**config.mk**
```make
export PLATFORM = sky130hd
export DESIGN_NAME = wwd_top
export DESIGN_NICKNAME = d
export VERILOG_FILES = /design/src/inc/wwd_pkg.sv /design/src/hw/wwd_top.sv /design/src/hw/wwd_prescaler.sv /design/src/hw/wwd_byte_stage.sv
export SDC_FILE = /design/constraint.sdc
export NUM_CORES = 1
export LEC_CHECK = 0
export BUFFER_PORTS_ARGS = -buffer_cell sky130_fd_sc_hd__buf_2
export CORE_MARGIN = 4
export CORE_UTILIZATION = 55
export CTS_CLUSTER_DIAMETER = 40
export DETAILED_ROUTE_END_ITERATION = 6
export GPL_TIMING_DRIVEN = 0
export PLACE_DENSITY = 0.88
export SLEW_MARGIN = 20
export SYNTH_ARGS = -nofsm -noshare
export SYNTH_HDL_FRONTEND = slang
export SYNTH_SLANG_ARGS = --single-unit
```
**constraint.sdc**
```tcl
create_clock -name ref_clk -period 2.4 [get_ports ref_clk]
set_input_delay 0.24 -clock ref_clk [delete_from_list [all_inputs] [get_ports ref_clk]]
set_output_delay 0.24 -clock ref_clk [all_outputs]
set_load 0.02 [all_outputs]
```
**src/inc/wwd_pkg.sv**
```systemverilog
// Package of register map, field positions and constants for the windowed watchdog
`default_nettype none
package wwd_pkg;
	// Counter geometry: two chained byte stages
	localparam int STAGE_W   = 8;
	localparam int NUM_STAGE = 2;
	localparam int CNT_W     = STAGE_W * NUM_STAGE;

	// Prescaler ratios of the count rate
	localparam int DIV_FAST = 2;
	localparam int DIV_SLOW = 128;

	// Length of the reset prewarning phase in count ticks
	localparam logic [7:0] PREWARN_COUNTS = 8'h30;

	// APB byte addresses
	localparam logic [7:0] ADDR_CTRL    = 8'h00;
	localparam logic [7:0] ADDR_RELOAD  = 8'h04;
	localparam logic [7:0] ADDR_WINDOW  = 8'h08;
	localparam logic [7:0] ADDR_SERVICE = 8'h0C;
	localparam logic [7:0] ADDR_STATUS  = 8'h10;
	localparam logic [7:0] ADDR_MASK    = 8'h14;
	localparam logic [7:0] ADDR_COUNT   = 8'h18;

	// Control register fields
	localparam int CTRL_EN     = 0;
	localparam int CTRL_PRESEL = 1;
	localparam int CTRL_WIN_EN = 2;
	localparam int CTRL_DBG_RUN = 3;
	localparam int CTRL_W      = 4;

	// Status register fields: sticky events, then live state
	localparam int ST_TIMEOUT  = 0;
	localparam int ST_BAD_SVC  = 1;
	localparam int EVT_W       = 2;
	localparam int ST_PREWARN  = 2;
	localparam int ST_SYSRST   = 3;

	// Reset values
	localparam logic [CTRL_W-1:0]  CTRL_RST   = 4'h0;
	localparam logic [STAGE_W-1:0] RELOAD_RST = 8'h00;
	localparam logic [STAGE_W-1:0] WINDOW_RST = 8'h00;
	localparam logic [EVT_W-1:0]   MASK_RST   = 2'h0;

	// Phase of the watchdog
	typedef enum logic [2:0] {
		WWD_RUN     = 3'b001,
		WWD_PREWARN = 3'b010,
		WWD_EXPIRED = 3'b100
	} wwd_phase_e;
endpackage
`default_nettype wire

```
**src/hw/wwd_top.sv**
```systemverilog
// Windowed watchdog timer with APB registers, interrupt and reset output
//
// Notes on behaviour
// [RQ1] 16-bit counter at clock/2 or clock/128
// [RQ2] Two byte stages, low byte cleared on service
// [RQ3] Service loads high byte with reload byte
// [RQ4] Overflow raises timeout flag, enters prewarning
// [RQ5] Prewarning lasts 30h ticks, then system reset
// [RQ6] Service inside window: prewarning, no timeout flag
// [RQ7] Window spans zero up to window byte:00
// [RQ8] Debug mode suspends counting by default
// [RQ9] Period set by prescale and reload byte
// [RQ10] Window byte above reload shortens service period
// [RQ11] Software keeps window byte not below reload
// [RQ12] Service is one-cycle strobe from register write
// [RQ13] Window checked only while window enable set
`timescale 1ns/1ps
`default_nettype none
module wwd_top
	import wwd_pkg::*;
(
	// Clock and reset
	input  wire logic        ref_clk,
	input  wire logic        rstn,
	// APB slave
	input  wire logic        psel,
	input  wire logic        penable,
	input  wire logic        pwrite,
	input  wire logic [7:0]  paddr,
	input  wire logic [31:0] pwdata,
	output logic             pready,
	output logic             pslverr,
	output logic [31:0]      prdata,
	// Debug halt from the core
	input  wire logic        debug_mode,
	// Watchdog outputs
	output logic             timeout_nmi_flag,
	output logic             watchdog_system_reset,
	output logic             irq
);
	initial begin
		if (CNT_W != 16)
			$error("wwd_top: counter must be 16 bits wide");
	end

	// Decode of a word address against the map, used for each of the seven words
	function automatic logic is_addr(input logic [7:0] a, input logic [7:0] ref_a);
		is_addr = (a[7:2] == ref_a[7:2]);
	endfunction

	// Software-visible registers
	logic [CTRL_W-1:0]  ctrl;        // Enable, prescale, window enable, debug run
	logic [STAGE_W-1:0] reload_high_byte;     // High byte loaded by a service
	logic [STAGE_W-1:0] window_boundary_byte; // High byte of the window end
	logic [EVT_W-1:0]   status;      // Sticky events
	logic [EVT_W-1:0]   mask;        // Interrupt mask of the events

	// Watchdog state
	wwd_phase_e         phase;       // Run, prewarning or expired
	logic [7:0]         pw_cnt;      // Prewarning ticks elapsed
	wire  [CNT_W-1:0]   count;       // Joined counter value, driven by the stages

	// Bus decode
	wire access    = psel & penable;
	wire setup     = psel & ~penable;
	wire wr        = access & pwrite;
	wire hit_ctrl  = is_addr(paddr, ADDR_CTRL);
	wire hit_rel   = is_addr(paddr, ADDR_RELOAD);
	wire hit_win   = is_addr(paddr, ADDR_WINDOW);
	wire hit_svc   = is_addr(paddr, ADDR_SERVICE);
	wire hit_stat  = is_addr(paddr, ADDR_STATUS);
	wire hit_mask  = is_addr(paddr, ADDR_MASK);
	wire hit_cnt   = is_addr(paddr, ADDR_COUNT);
	wire mapped    = hit_ctrl | hit_rel | hit_win | hit_svc |
	                 hit_stat | hit_mask | hit_cnt;

	// Zero wait states: read data were latched in the setup cycle
	assign pready  = 1'b1;
	// Unmapped words, and a read of the write-only service word, fail
	assign pslverr = access & (~mapped | (hit_svc & ~pwrite));

	// Write strobes
	wire wr_ok    = wr & mapped;
	wire wr_ctrl  = wr_ok & hit_ctrl;
	wire wr_rel   = wr_ok & hit_rel;
	wire wr_win   = wr_ok & hit_win;
	wire wr_stat  = wr_ok & hit_stat;
	wire wr_mask  = wr_ok & hit_mask;

	// [RQ12] service write strobe
	// The data word is ignored; the write itself is the one-cycle strobe
	wire svc_strobe = wr_ok & hit_svc;

	// Control fields
	wire en       = ctrl[CTRL_EN];
	wire slow_sel = ctrl[CTRL_PRESEL];
	wire win_en   = ctrl[CTRL_WIN_EN];
	wire dbg_run  = ctrl[CTRL_DBG_RUN];

	// [RQ8] debug suspend
	// Halted core cannot service, so counting stops unless allowed
	wire suspended = debug_mode & ~dbg_run;

	// Prescaler keeps running through prewarning so that phase ends too
	wire run_clk   = en & ~suspended & (phase != WWD_EXPIRED);
	wire tick;

	// [RQ1] count rate select
	wwd_prescaler #(
		.PRE_W   (7)
	) u_pre (
		.ref_clk (ref_clk),
		.rstn    (rstn),
		.run     (run_clk),
		.slow_sel(slow_sel),
		.tick    (tick)
	);

	// Counting only advances in the run phase
	wire in_run = (phase == WWD_RUN);
	wire cnt_inc = tick & in_run;

	// [RQ7] forbidden window
	// Window end is the boundary byte over a zero low byte; strictly below
	wire [CNT_W-1:0] win_end = {window_boundary_byte, {STAGE_W{1'b0}}};
	// [RQ10] shortened service period
	// Earliest legal service is at the window end, so with a window
	// byte above the reload byte the usable period follows the window.
	wire in_window = count < win_end;

	// [RQ13] window gate
	// With window checking off, every service while enabled and in the run phase is accepted
	wire svc_bad  = svc_strobe & en & in_run & win_en & in_window;
	wire svc_good = svc_strobe & en & in_run & ~svc_bad;

	// [RQ2] chained byte stages
	// Low stage clears and high stage reloads on a good service
	wire [STAGE_W-1:0] stage_load_val [NUM_STAGE];
	wire [NUM_STAGE:0] stage_carry;
	assign stage_carry[0]    = cnt_inc;
	assign stage_load_val[0] = '0;
	// [RQ3] high byte reload
	// Counting resumes from reload byte times 256
	assign stage_load_val[1] = reload_high_byte;

	genvar gi;
	generate
		for (gi = 0; gi < NUM_STAGE; gi++) begin : g_stage
			wwd_byte_stage #(
				.W       (STAGE_W)
			) u_stage (
				.ref_clk (ref_clk),
				.rstn    (rstn),
				.load    (svc_good),
				.load_val(stage_load_val[gi]),
				.inc     (stage_carry[gi] & ~svc_good),
				.value   (count[gi*STAGE_W +: STAGE_W]),
				.carry   (stage_carry[gi+1])
			);
		end
	endgenerate

	// [RQ9] overflow of the full counter
	// Period follows from prescale and reload alone: carry out of the top
	wire overflow = stage_carry[NUM_STAGE] & ~svc_good;

	// [RQ11] software ordering
	// A window byte below the reload byte leaves the window useless.

	// Prewarning progress
	wire pw_tick = tick & (phase == WWD_PREWARN);
	// [RQ5] prewarning length
	wire pw_done = pw_tick & (pw_cnt == PREWARN_COUNTS - 8'h01);

	// Next phase
	wwd_phase_e next_phase;
	always_comb begin
		next_phase = phase;
		unique case (phase)
			// [RQ4] overflow enters prewarning
			WWD_RUN: begin
				if (overflow | svc_bad)
					next_phase = WWD_PREWARN;
			end
			// [RQ5] prewarning then reset
			WWD_PREWARN: begin
				if (pw_done)
					next_phase = WWD_EXPIRED;
			end
			// Only system reset leaves this phase
			WWD_EXPIRED: begin
				next_phase = WWD_EXPIRED;
			end
			// Illegal one-hot code: fall back to expiry, the safe side
			default: begin
				next_phase = WWD_EXPIRED;
			end
		endcase
	end

	// Phase register
	always_ff @(posedge ref_clk or negedge rstn) begin
		if (!rstn)
			phase <= WWD_RUN;
		else
			phase <= next_phase;
	end

	// Prewarning tick counter, cleared outside prewarning
	always_ff @(posedge ref_clk or negedge rstn) begin
		if (!rstn)
			pw_cnt <= '0;
		else if (phase != WWD_PREWARN)
			pw_cnt <= '0;
		else if (pw_tick)
			pw_cnt <= pw_cnt + 8'h01;
	end

	// [RQ5] system reset output
	// Held high until the system reset returns on rstn
	always_ff @(posedge ref_clk or negedge rstn) begin
		if (!rstn)
			watchdog_system_reset <= 1'b0;
		else if (pw_done)
			watchdog_system_reset <= 1'b1;
	end

	// Event sources
	wire [EVT_W-1:0] evt_set;
	// [RQ4] timeout flag source
	assign evt_set[ST_TIMEOUT] = overflow & in_run;
	// [RQ6] bad service, no timeout flag
	assign evt_set[ST_BAD_SVC] = svc_bad;

	// Write-one-to-clear, but an arriving event wins over its clear
	wire [EVT_W-1:0] evt_clr     = wr_stat ? pwdata[EVT_W-1:0] : '0;
	wire [EVT_W-1:0] next_status = (status & ~evt_clr) | evt_set;

	// Sticky status
	always_ff @(posedge ref_clk or negedge rstn) begin
		if (!rstn)
			status <= '0;
		else
			status <= next_status;
	end

	// [RQ4] non-maskable timeout flag
	// Not gated by the mask: it is the non-maskable request
	assign timeout_nmi_flag = status[ST_TIMEOUT];

	// Maskable interrupt, high while any unmasked event is pending
	assign irq = |(status & mask);

	// Control and configuration registers
	always_ff @(posedge ref_clk or negedge rstn) begin
		if (!rstn) begin
			ctrl                 <= CTRL_RST;
			reload_high_byte     <= RELOAD_RST;
			window_boundary_byte <= WINDOW_RST;
			mask                 <= MASK_RST;
		end else begin
			if (wr_ctrl)
				ctrl <= pwdata[CTRL_W-1:0];
			if (wr_rel)
				reload_high_byte <= pwdata[STAGE_W-1:0];
			if (wr_win)
				window_boundary_byte <= pwdata[STAGE_W-1:0];
			if (wr_mask)
				mask <= pwdata[EVT_W-1:0];
		end
	end

	// Live status view beside the sticky bits
	wire [31:0] stat_word = {28'h0000000, watchdog_system_reset,
	                         phase == WWD_PREWARN, status};

	// Read selection; unmapped and service words read zero
	wire [31:0] rd_mux =
		hit_ctrl ? {28'h0000000, ctrl} :
		hit_rel  ? {24'h000000, reload_high_byte} :
		hit_win  ? {24'h000000, window_boundary_byte} :
		hit_stat ? stat_word :
		hit_mask ? {30'h00000000, mask} :
		hit_cnt  ? {16'h0000, count} :
		32'h00000000;

	// Read data captured in the setup cycle, so it is a flop at access
	always_ff @(posedge ref_clk or negedge rstn) begin
		if (!rstn)
			prdata <= '0;
		else if (setup & ~pwrite)
			prdata <= rd_mux;
	end
endmodule
`default_nettype wire

```
**src/hw/wwd_prescaler.sv**
```systemverilog
// Count-rate prescaler: one tick every 2 or 128 clock cycles
`timescale 1ns/1ps
`default_nettype none
module wwd_prescaler
	import wwd_pkg::*;
#(
	parameter int PRE_W = 7
) (
	// Clock and reset
	input  wire logic ref_clk,
	input  wire logic rstn,
	// Control
	input  wire logic run,
	input  wire logic slow_sel,
	// Count tick
	output logic      tick
);
	// Divider must reach the slow ratio
	initial begin
		if ((1 << PRE_W) < DIV_SLOW)
			$error("wwd_prescaler: PRE_W too small");
	end

	localparam logic [PRE_W-1:0] LAST_FAST = PRE_W'(DIV_FAST - 1);
	localparam logic [PRE_W-1:0] LAST_SLOW = PRE_W'(DIV_SLOW - 1);

	logic [PRE_W-1:0] div_cnt;   // Free divider
	wire              div_last;  // Divider at its final value

	// Low bits only decide the fast rate, all bits the slow one
	assign div_last = slow_sel ? (div_cnt == LAST_SLOW)
	                           : ((div_cnt & LAST_FAST) == LAST_FAST);
	assign tick     = run & div_last;

	// Divider holds while counting is suspended
	always_ff @(posedge ref_clk or negedge rstn) begin
		if (!rstn)
			div_cnt <= '0;
		else if (run)
			div_cnt <= div_last & slow_sel ? '0 : div_cnt + 1'b1;
	end
endmodule
`default_nettype wire

```
**src/hw/wwd_byte_stage.sv**
```systemverilog
// One byte stage of the chained watchdog counter
`timescale 1ns/1ps
`default_nettype none
module wwd_byte_stage
	import wwd_pkg::*;
#(
	parameter int W = STAGE_W
) (
	// Clock and reset
	input  wire logic         ref_clk,
	input  wire logic         rstn,
	// Control
	input  wire logic         load,
	input  wire logic [W-1:0] load_val,
	input  wire logic         inc,
	// State
	output logic [W-1:0]      value,
	output logic              carry
);
	initial begin
		if (W < 1)
			$error("wwd_byte_stage: W must be positive");
	end

	// Carry fires when an increment wraps this stage
	assign carry = inc & (&value);

	// Load beats increment: a good service always restarts the stage
	always_ff @(posedge ref_clk or negedge rstn) begin
		if (!rstn)
			value <= '0;
		else if (load)
			value <= load_val;
		else if (inc)
			value <= value + 1'b1;
	end
endmodule
`default_nettype wire

```
# Word level (Yosys, flattened, before mapping)
# Cells that the tools add are included.
[word_totals]
word_cells = 108
ff_bits = 91
out_inout_bits = 37
[classes]
add_sub_neg = 4
n_bitwise = 51
muxes = 18
reduce_logical = 8
eq_ne = 14
magnitude_cmp = 1
[ops]
columns = ["op", "count"]
rows = [
  ["$mux 16", 6],
  ["$mux 8", 6],
  ["$and 1x1->1", 32],
  ["$add 8x1->8 const B", 3],
  ["$eq 6x3->1 const B", 3],
  ["$lt 16x16->1", 1],
  ["$reduce_and 8->1", 2],
  ["$eq 6x2->1 const B", 2],
  ["$eq 8x6->1 const B", 1],
  ["$or 1x1->1", 8],
  ["$add 7x1->7 const B", 1],
  ["$eq 7x7->1 const B", 1],
  ["$mux 7", 1],
  ["$not 1->1", 7],
  ["$eq 6x1->1 const B", 1],
  ["$logic_not 6->1", 1],
  ["$mux 3", 2],
  ["$pmux 3 s2", 1],
  ["$reduce_bool 2->1", 3],
  ["$and 2x2->2", 2],
  ["$eq 3x1->1 const B", 1],
  ["$eq 3x2->1 const B", 1],
  ["$ne 3x2->1 const B", 1],
  ["$ne 3x3->1 const B", 1],
  ["other kinds (8)", 8],
]

# Longest topological paths before layout
[depth]
depth_word = 24
depth_mapped = 9
depth_no_buf = 7

# Hierarchy
# From an unflattened synthesis, not the netlist that was laid out.
[unflattened]
cells_unflattened = 410
area_unflattened_um2 = 4103.9
[modules_own_cells]
columns = ["mod", "cells_per_inst", "area_each_um2", "n_inst"]
rows = [
  ["wwd_top", 279, 2857.7, 1],
  ["wwd_byte_stage", 51, 462.9, 2],
  ["wwd_prescaler", 29, 320.3, 1],
]

# Least setup slack after synthesis
# Ideal clock, no wire load.
[synth_timing]
path_type = "reg-to-reg"
startpoint = "register phase[0]"
endpoint = "register g_stage[1].u_stage.value[1]"
path_slack_ns = 0.349
setup_time_ns = 0.127
synth_period_minus_slack_ns = 2.051
path_stages_with_launch = 6
arrival_ns = 1.923
n_path_buf = 0
path_cell_list = "dfstp_2 nor3b_4 nand4_4 nor3_2 mux2_1 mux2_1"
[synth_between]
elab_chain_cells = 11
elab_cells_between_ends = 16
[synth_lines]
columns = ["item", "line_no", "source"]
rows = [
  ["from (decl)", "wwd_top.sv:59", "wwd_phase_e phase;"],
  ["from (signal assigned)", "wwd_top.sv:206", "phase <= next_phase;"],
  ["$eq 3x1->1", "wwd_top.sv:120", "wire in_run = (phase == WWD_RUN);"],
  ["$and 1x1->1", "wwd_top.sv:133, wwd_top.sv:134", ""],
  ["$and 1x1->1 (2 in a row)", "wwd_top.sv:133", "wire svc_bad = svc_strobe & en & in_run & win_en & in_window;"],
  ["$not 1->1", "wwd_top.sv:134", "wire svc_good = svc_strobe & en & in_run & ~svc_bad;"],
  ["$and 1x1->1", "wwd_top.sv:134", ""],
  ["$not 1->1", "wwd_top.sv:156", ".inc (stage_carry[gi] & ~svc_good),"],
  ["$and 1x1->1", "wwd_top.sv:156", ""],
  ["$and 1x1->1", "wwd_byte_stage.sv:26", "assign carry = inc & (&value);"],
  ["$and 1x1->1", "wwd_top.sv:156", ""],
  ["$reduce_bool 2->1 (no line)", "-", ""],
  ["to (signal assigned)", "wwd_byte_stage.sv:33", "value <= load_val;"],
  ["to (signal assigned)", "wwd_byte_stage.sv:35", "value <= value + 1'b1;"],
  ["to (decl)", "wwd_byte_stage.sv:17", "output logic [W-1:0] value,"],
]
# Several ways; a longest one is shown, not always the timed one.
# A chain may end at the register's enable or synchronous reset.

# Worst setup path after layout
[layout_timing]
startpoint = "register g_stage[1].u_stage.value[2]"
endpoint = "register g_stage[1].u_stage.value[7]"
[layout_between]
elab_chain_cells = 9
elab_cells_between_ends = 12
[layout_lines]
columns = ["item", "line_no", "source"]
rows = [
  ["$lt 16x16->1", "wwd_top.sv:129", "wire in_window = count < win_end;"],
  ["$and 1x1->1", "wwd_top.sv:133", ""],
  ["$not 1->1", "wwd_top.sv:134", ""],
  ["$and 1x1->1", "wwd_top.sv:134", ""],
  ["$not 1->1", "wwd_top.sv:156", ""],
  ["$and 1x1->1", "wwd_top.sv:156", ""],
  ["$and 1x1->1", "wwd_byte_stage.sv:26", ""],
  ["$and 1x1->1", "wwd_top.sv:156", ""],
  ["$reduce_bool 2->1 (no line)", "-", ""],
]
# Several ways; a longest one is shown, not always the timed one. The select of a mux whose other input is x is not followed.

==> results.yml <==
sta:
  skew_ns: 0.009499
  worst_pin_slew_ns: 0.9725
  finalHoldViolations: 0
  tns_ns: 0
  slew_viol_final: 0
  setup_viol: 0
  timing.final.crit_share_pct: 95.09
  min_period_ns: 2.282
  fin_hold_ws_ns: 0.1111
  rsz0062_at_grt: "false"
  max_freq_ghz: 0.4382
  slew_headroom_pct: 35.03
finish:
  fin_nets: 543
  area_delta_synth_final_pct: 16.48
  drive_above_1_share_pct: 24.85
  fillCellCount: 566
  diodes: 0
  fin_util_pct: 66.23
logic_synthesis:
  ys_top_cells_by_area: "dfrtp_1 (45%), nand2_1 (5.1%), mux2_2 (4.6%)"
  synth_top_cell_area_share_pct: 44.66
  async_flop_share_pct: 100.0
  postSynthCellCount: 417
  seq_area_frac_synth_pct: 45.29
  synth-simple-area-share_pct: 22.39
  synth_fa_ha_area_share_pct: 3.319
  ys.flop_type: "dfrtp_1"
  synth_top_cell_by_area: "dfrtp_1"
  syn-cell-area_um2: 4146
  synth_area_per_cell_um2: 9.944
  synthMuxAreaShare_pct: 7.755
  yosys_register_bits: 75
  synth-xor-area-share_pct: 5.069
  synth_cell_types: 55
  yosys_warnings: 0
  synth_top_family_by_area: "simple AND/OR/NAND/NOR gates"
  synth_edf_count: 0
  synth_compound_area_share_pct: 9.656
routing:
  vias_per_cell: 5.803
  drc: 0
  drt_iter0_markers: 247
  wl_um: 10050
  wire_per_inst_um: 17.03
  route.vias.total: 3424
  first_pass_iters: 5
  drtAntennaViolNets: 0
clock_tree:
  cts_buffers: 9
  htreeDepth: 3
  root_buffer: "clkbuf_8"
  cts.clk_slew.worst_paths_ns: 0.08
  cts_tree: "built"
  numClockSinks: 75
  clk_latency_ns: 0.35
  cts_buffer_depth: 2
worst_setup_path:
  cp_slowest_cell: "dfrtp_2"
  cpMostUsedCell: "buf_4"
  critPathKind: "flop to flop"
  ff2ff_setup_slack_ns: 0.12
  arrival_ns: 2.52
  path_cells: "ha_1 > a211oi_1 > o21ai_0 > a21oi_2 > nor2b_1 > buf_4 > buf_4 > mux2_1"
  start_kind: "flop"
  worstReg2RegStart: "g_stage[1].u_stage.value[2]"
  cp_data_required_time_ns: 2.63
  worstPathMaxFanout: 10
  r2r_cells: 8
  slowest_delay_ns: 0.47
  timing.rr.end: "g_stage[1].u_stage.value[7]"
  endpoint_kind: "flop"
global_route:
  grt_antenna_before_repair: 0
  grt_pass1_vias: 3463
  groute.usage.overall_pct: 24.00
  grt_max_degree: 53
  grt_pass1_wl_um: 16510
  overflow: 0
floorplanning:
  design.die.area_um2: 8992
  die_y_um: 94.83
  core_area_um2: 7292
  die_x_um: 94.83
  row_count: 31
  ios: 83
  initial_core_util_pct: 56.86
min_path:
  min_delay_path_depth: 3
  worstHoldStart: "pwdata[7]"
  min_to: "window_boundary_byte[7]"
  hp-class: "input port to flop"
run:
  drv_cap: 0
placement:
  place_congestion: 0.8524
  io_buffers: 38
  dp_hpwl_um: 7048
status:
  status: "finished, final reports clean"
pwr:
  ir_drop_uv: 263.6
  power_density_nw_per_um2: 542.8
  leakagePower_uw: 0.002361
## cell families after synthesis
group	Yosys count
XOR/XNOR	24
AND/OR/NAND/NOR	166
other	2
adder cells (fa/ha/maj)	11
AO/OA/AOI/OAI	63
multiplexers	29
flip-flops	75
buffers and inverters	47
## cells in the mapped netlist, types with 8 or more instances
cell	count
ha_1	11
mux2_1	8
a21oi_1	10
xnor2_1	14
dfrtp_1	74
inv_1	15
nand4_1	10
clkbuf_1	8
mux2_2	17
nor2_1	27
nand3_1	21
xor2_1	10
buf_4	20
nand2_1	56
o21ai_0	25
## cells in the final DEF (no fill, tap or decap), types with 3 or more instances in the layout
cell type  instances
o211ai_1           3
xor2_1            10
nor4_1             5
nand4_1           10
bufinv_16          3
mux2_2            17
and4_1             4
mux2i_1            4
o21ai_1            3
ha_1              11
dfrtp_1           73
a22oi_1            5
xnor2_1           14
nor4_2             5
buf_2             40
nor2_1            27
mux2_1             8
nand2_1           56
clkbuf_8           9
nor3_2             4
nand3_1           21
nor3b_1            4
buf_4             24
nor3_1             4
o21ai_0           25
inv_1             15
nor4b_2            3
and3_1             5
conb_1            17
nand2b_1           3
a21oi_1            9
clkbuf_1           8
nor2b_1            5
## registers in the layout, summed over array words and instances, names as in the netlist
register,flops
mask,2
u_pre.div_cnt,7
prdata,16
g_stage.u_stage.value,16
watchdog_system_reset,1
pw_cnt,8
ctrl,4
status,2
window_boundary_byte,8
reload_high_byte,8
phase,3
## report_power, final
group	switching, uW	internal [uW]	total (uW)
Clock	491	688	1180
Combinational	110	57.4	168
Sequential	4.94	1270	1270
## area by class of cell
class | count | area, um2 | share of cell area [%]
Clock inverter | 7 | 116.4 | 2.409
Timing Repair Buffer | 43 | 252.7 | 5.233
Buffer | 32 | 206.4 | 4.275
Tap cell | 99 | 123.9 | 2.565
Clock buffer | 9 | 123.9 | 2.565
Multi-Input combinational cell | 310 | 2071 | 42.88
Sequential cell | 75 | 1879 | 38.91
Inverter | 15 | 56.30 | 1.166
## critical path: cells and delay by family, from the launching register on
| kind | cells | cell delay [ns] |
|---|---|---|
| muxes | 1 | 0.31 |
| AOI/OAI and AO/OA | 3 | 0.65 |
| DFF | 1 | 0.47 |
| adders and majority gates | 1 | 0.31 |
| buffers and inverters | 2 | 0.35 |
| and+or+nand+nor | 1 | 0.07 |
## per-layer routing
metal | GRT usage (%) | wire [um] | vias to the layer above
li1 | - | - | 1583
met3 | 5.020 | 738 | 25
met1 | 28.62 | 4002 | 1662
met4 | 10.82 | 278 | 0
met5 | 0 | 0 | -
met2 | 41.51 | 5027 | 154
## repair_timing
item | CTS | global route
hold buffers | 1 | 0
endpoints found under the setup margin | 1 | 2
endpoints found under the hold margin | 23 | 0
setup buffers | 0 | 3
resized for setup | 1 | 2
## how the worst max path moves through the flow
stage	startpoint	to	slack, ns	cells past startpoint
finish	g_stage[1].u_stage.value[2]	g_stage[1].u_stage.value[7]	0.12	8
detailed placement	phase[0]	g_stage[1].u_stage.value[1]	0.1	5
floorplan	phase[0]	g_stage[1].u_stage.value[1]	0.35	5
CTS	phase[0]	g_stage[1].u_stage.value[1]	0.04	5
global route	u_pre.div_cnt[0]	g_stage[1].u_stage.value[7]	0.02	7
global placement	phase[0]	g_stage[1].u_stage.value[1]	0.16	5
## metrics by stage
| stage | total power [uW] | area (um2) | instances | worst slack, ns |
|---|---|---|---|---|
| floorplan | 1392 | 4203 | 432 | 0.3494 |
| global placement | 1453 | 4517 | 569 | 0.1608 |
| detailed placement | 1462 | 4547 | 570 | 0.09575 |
| CTS | 2620 | 4801 | 587 | 0.03523 |
| global route | 2703 | 4830 | 590 | 0.02176 |
| finish | 2621 | 4830 | 590 | 0.1178 |
(Power assumes the default switching activity.)
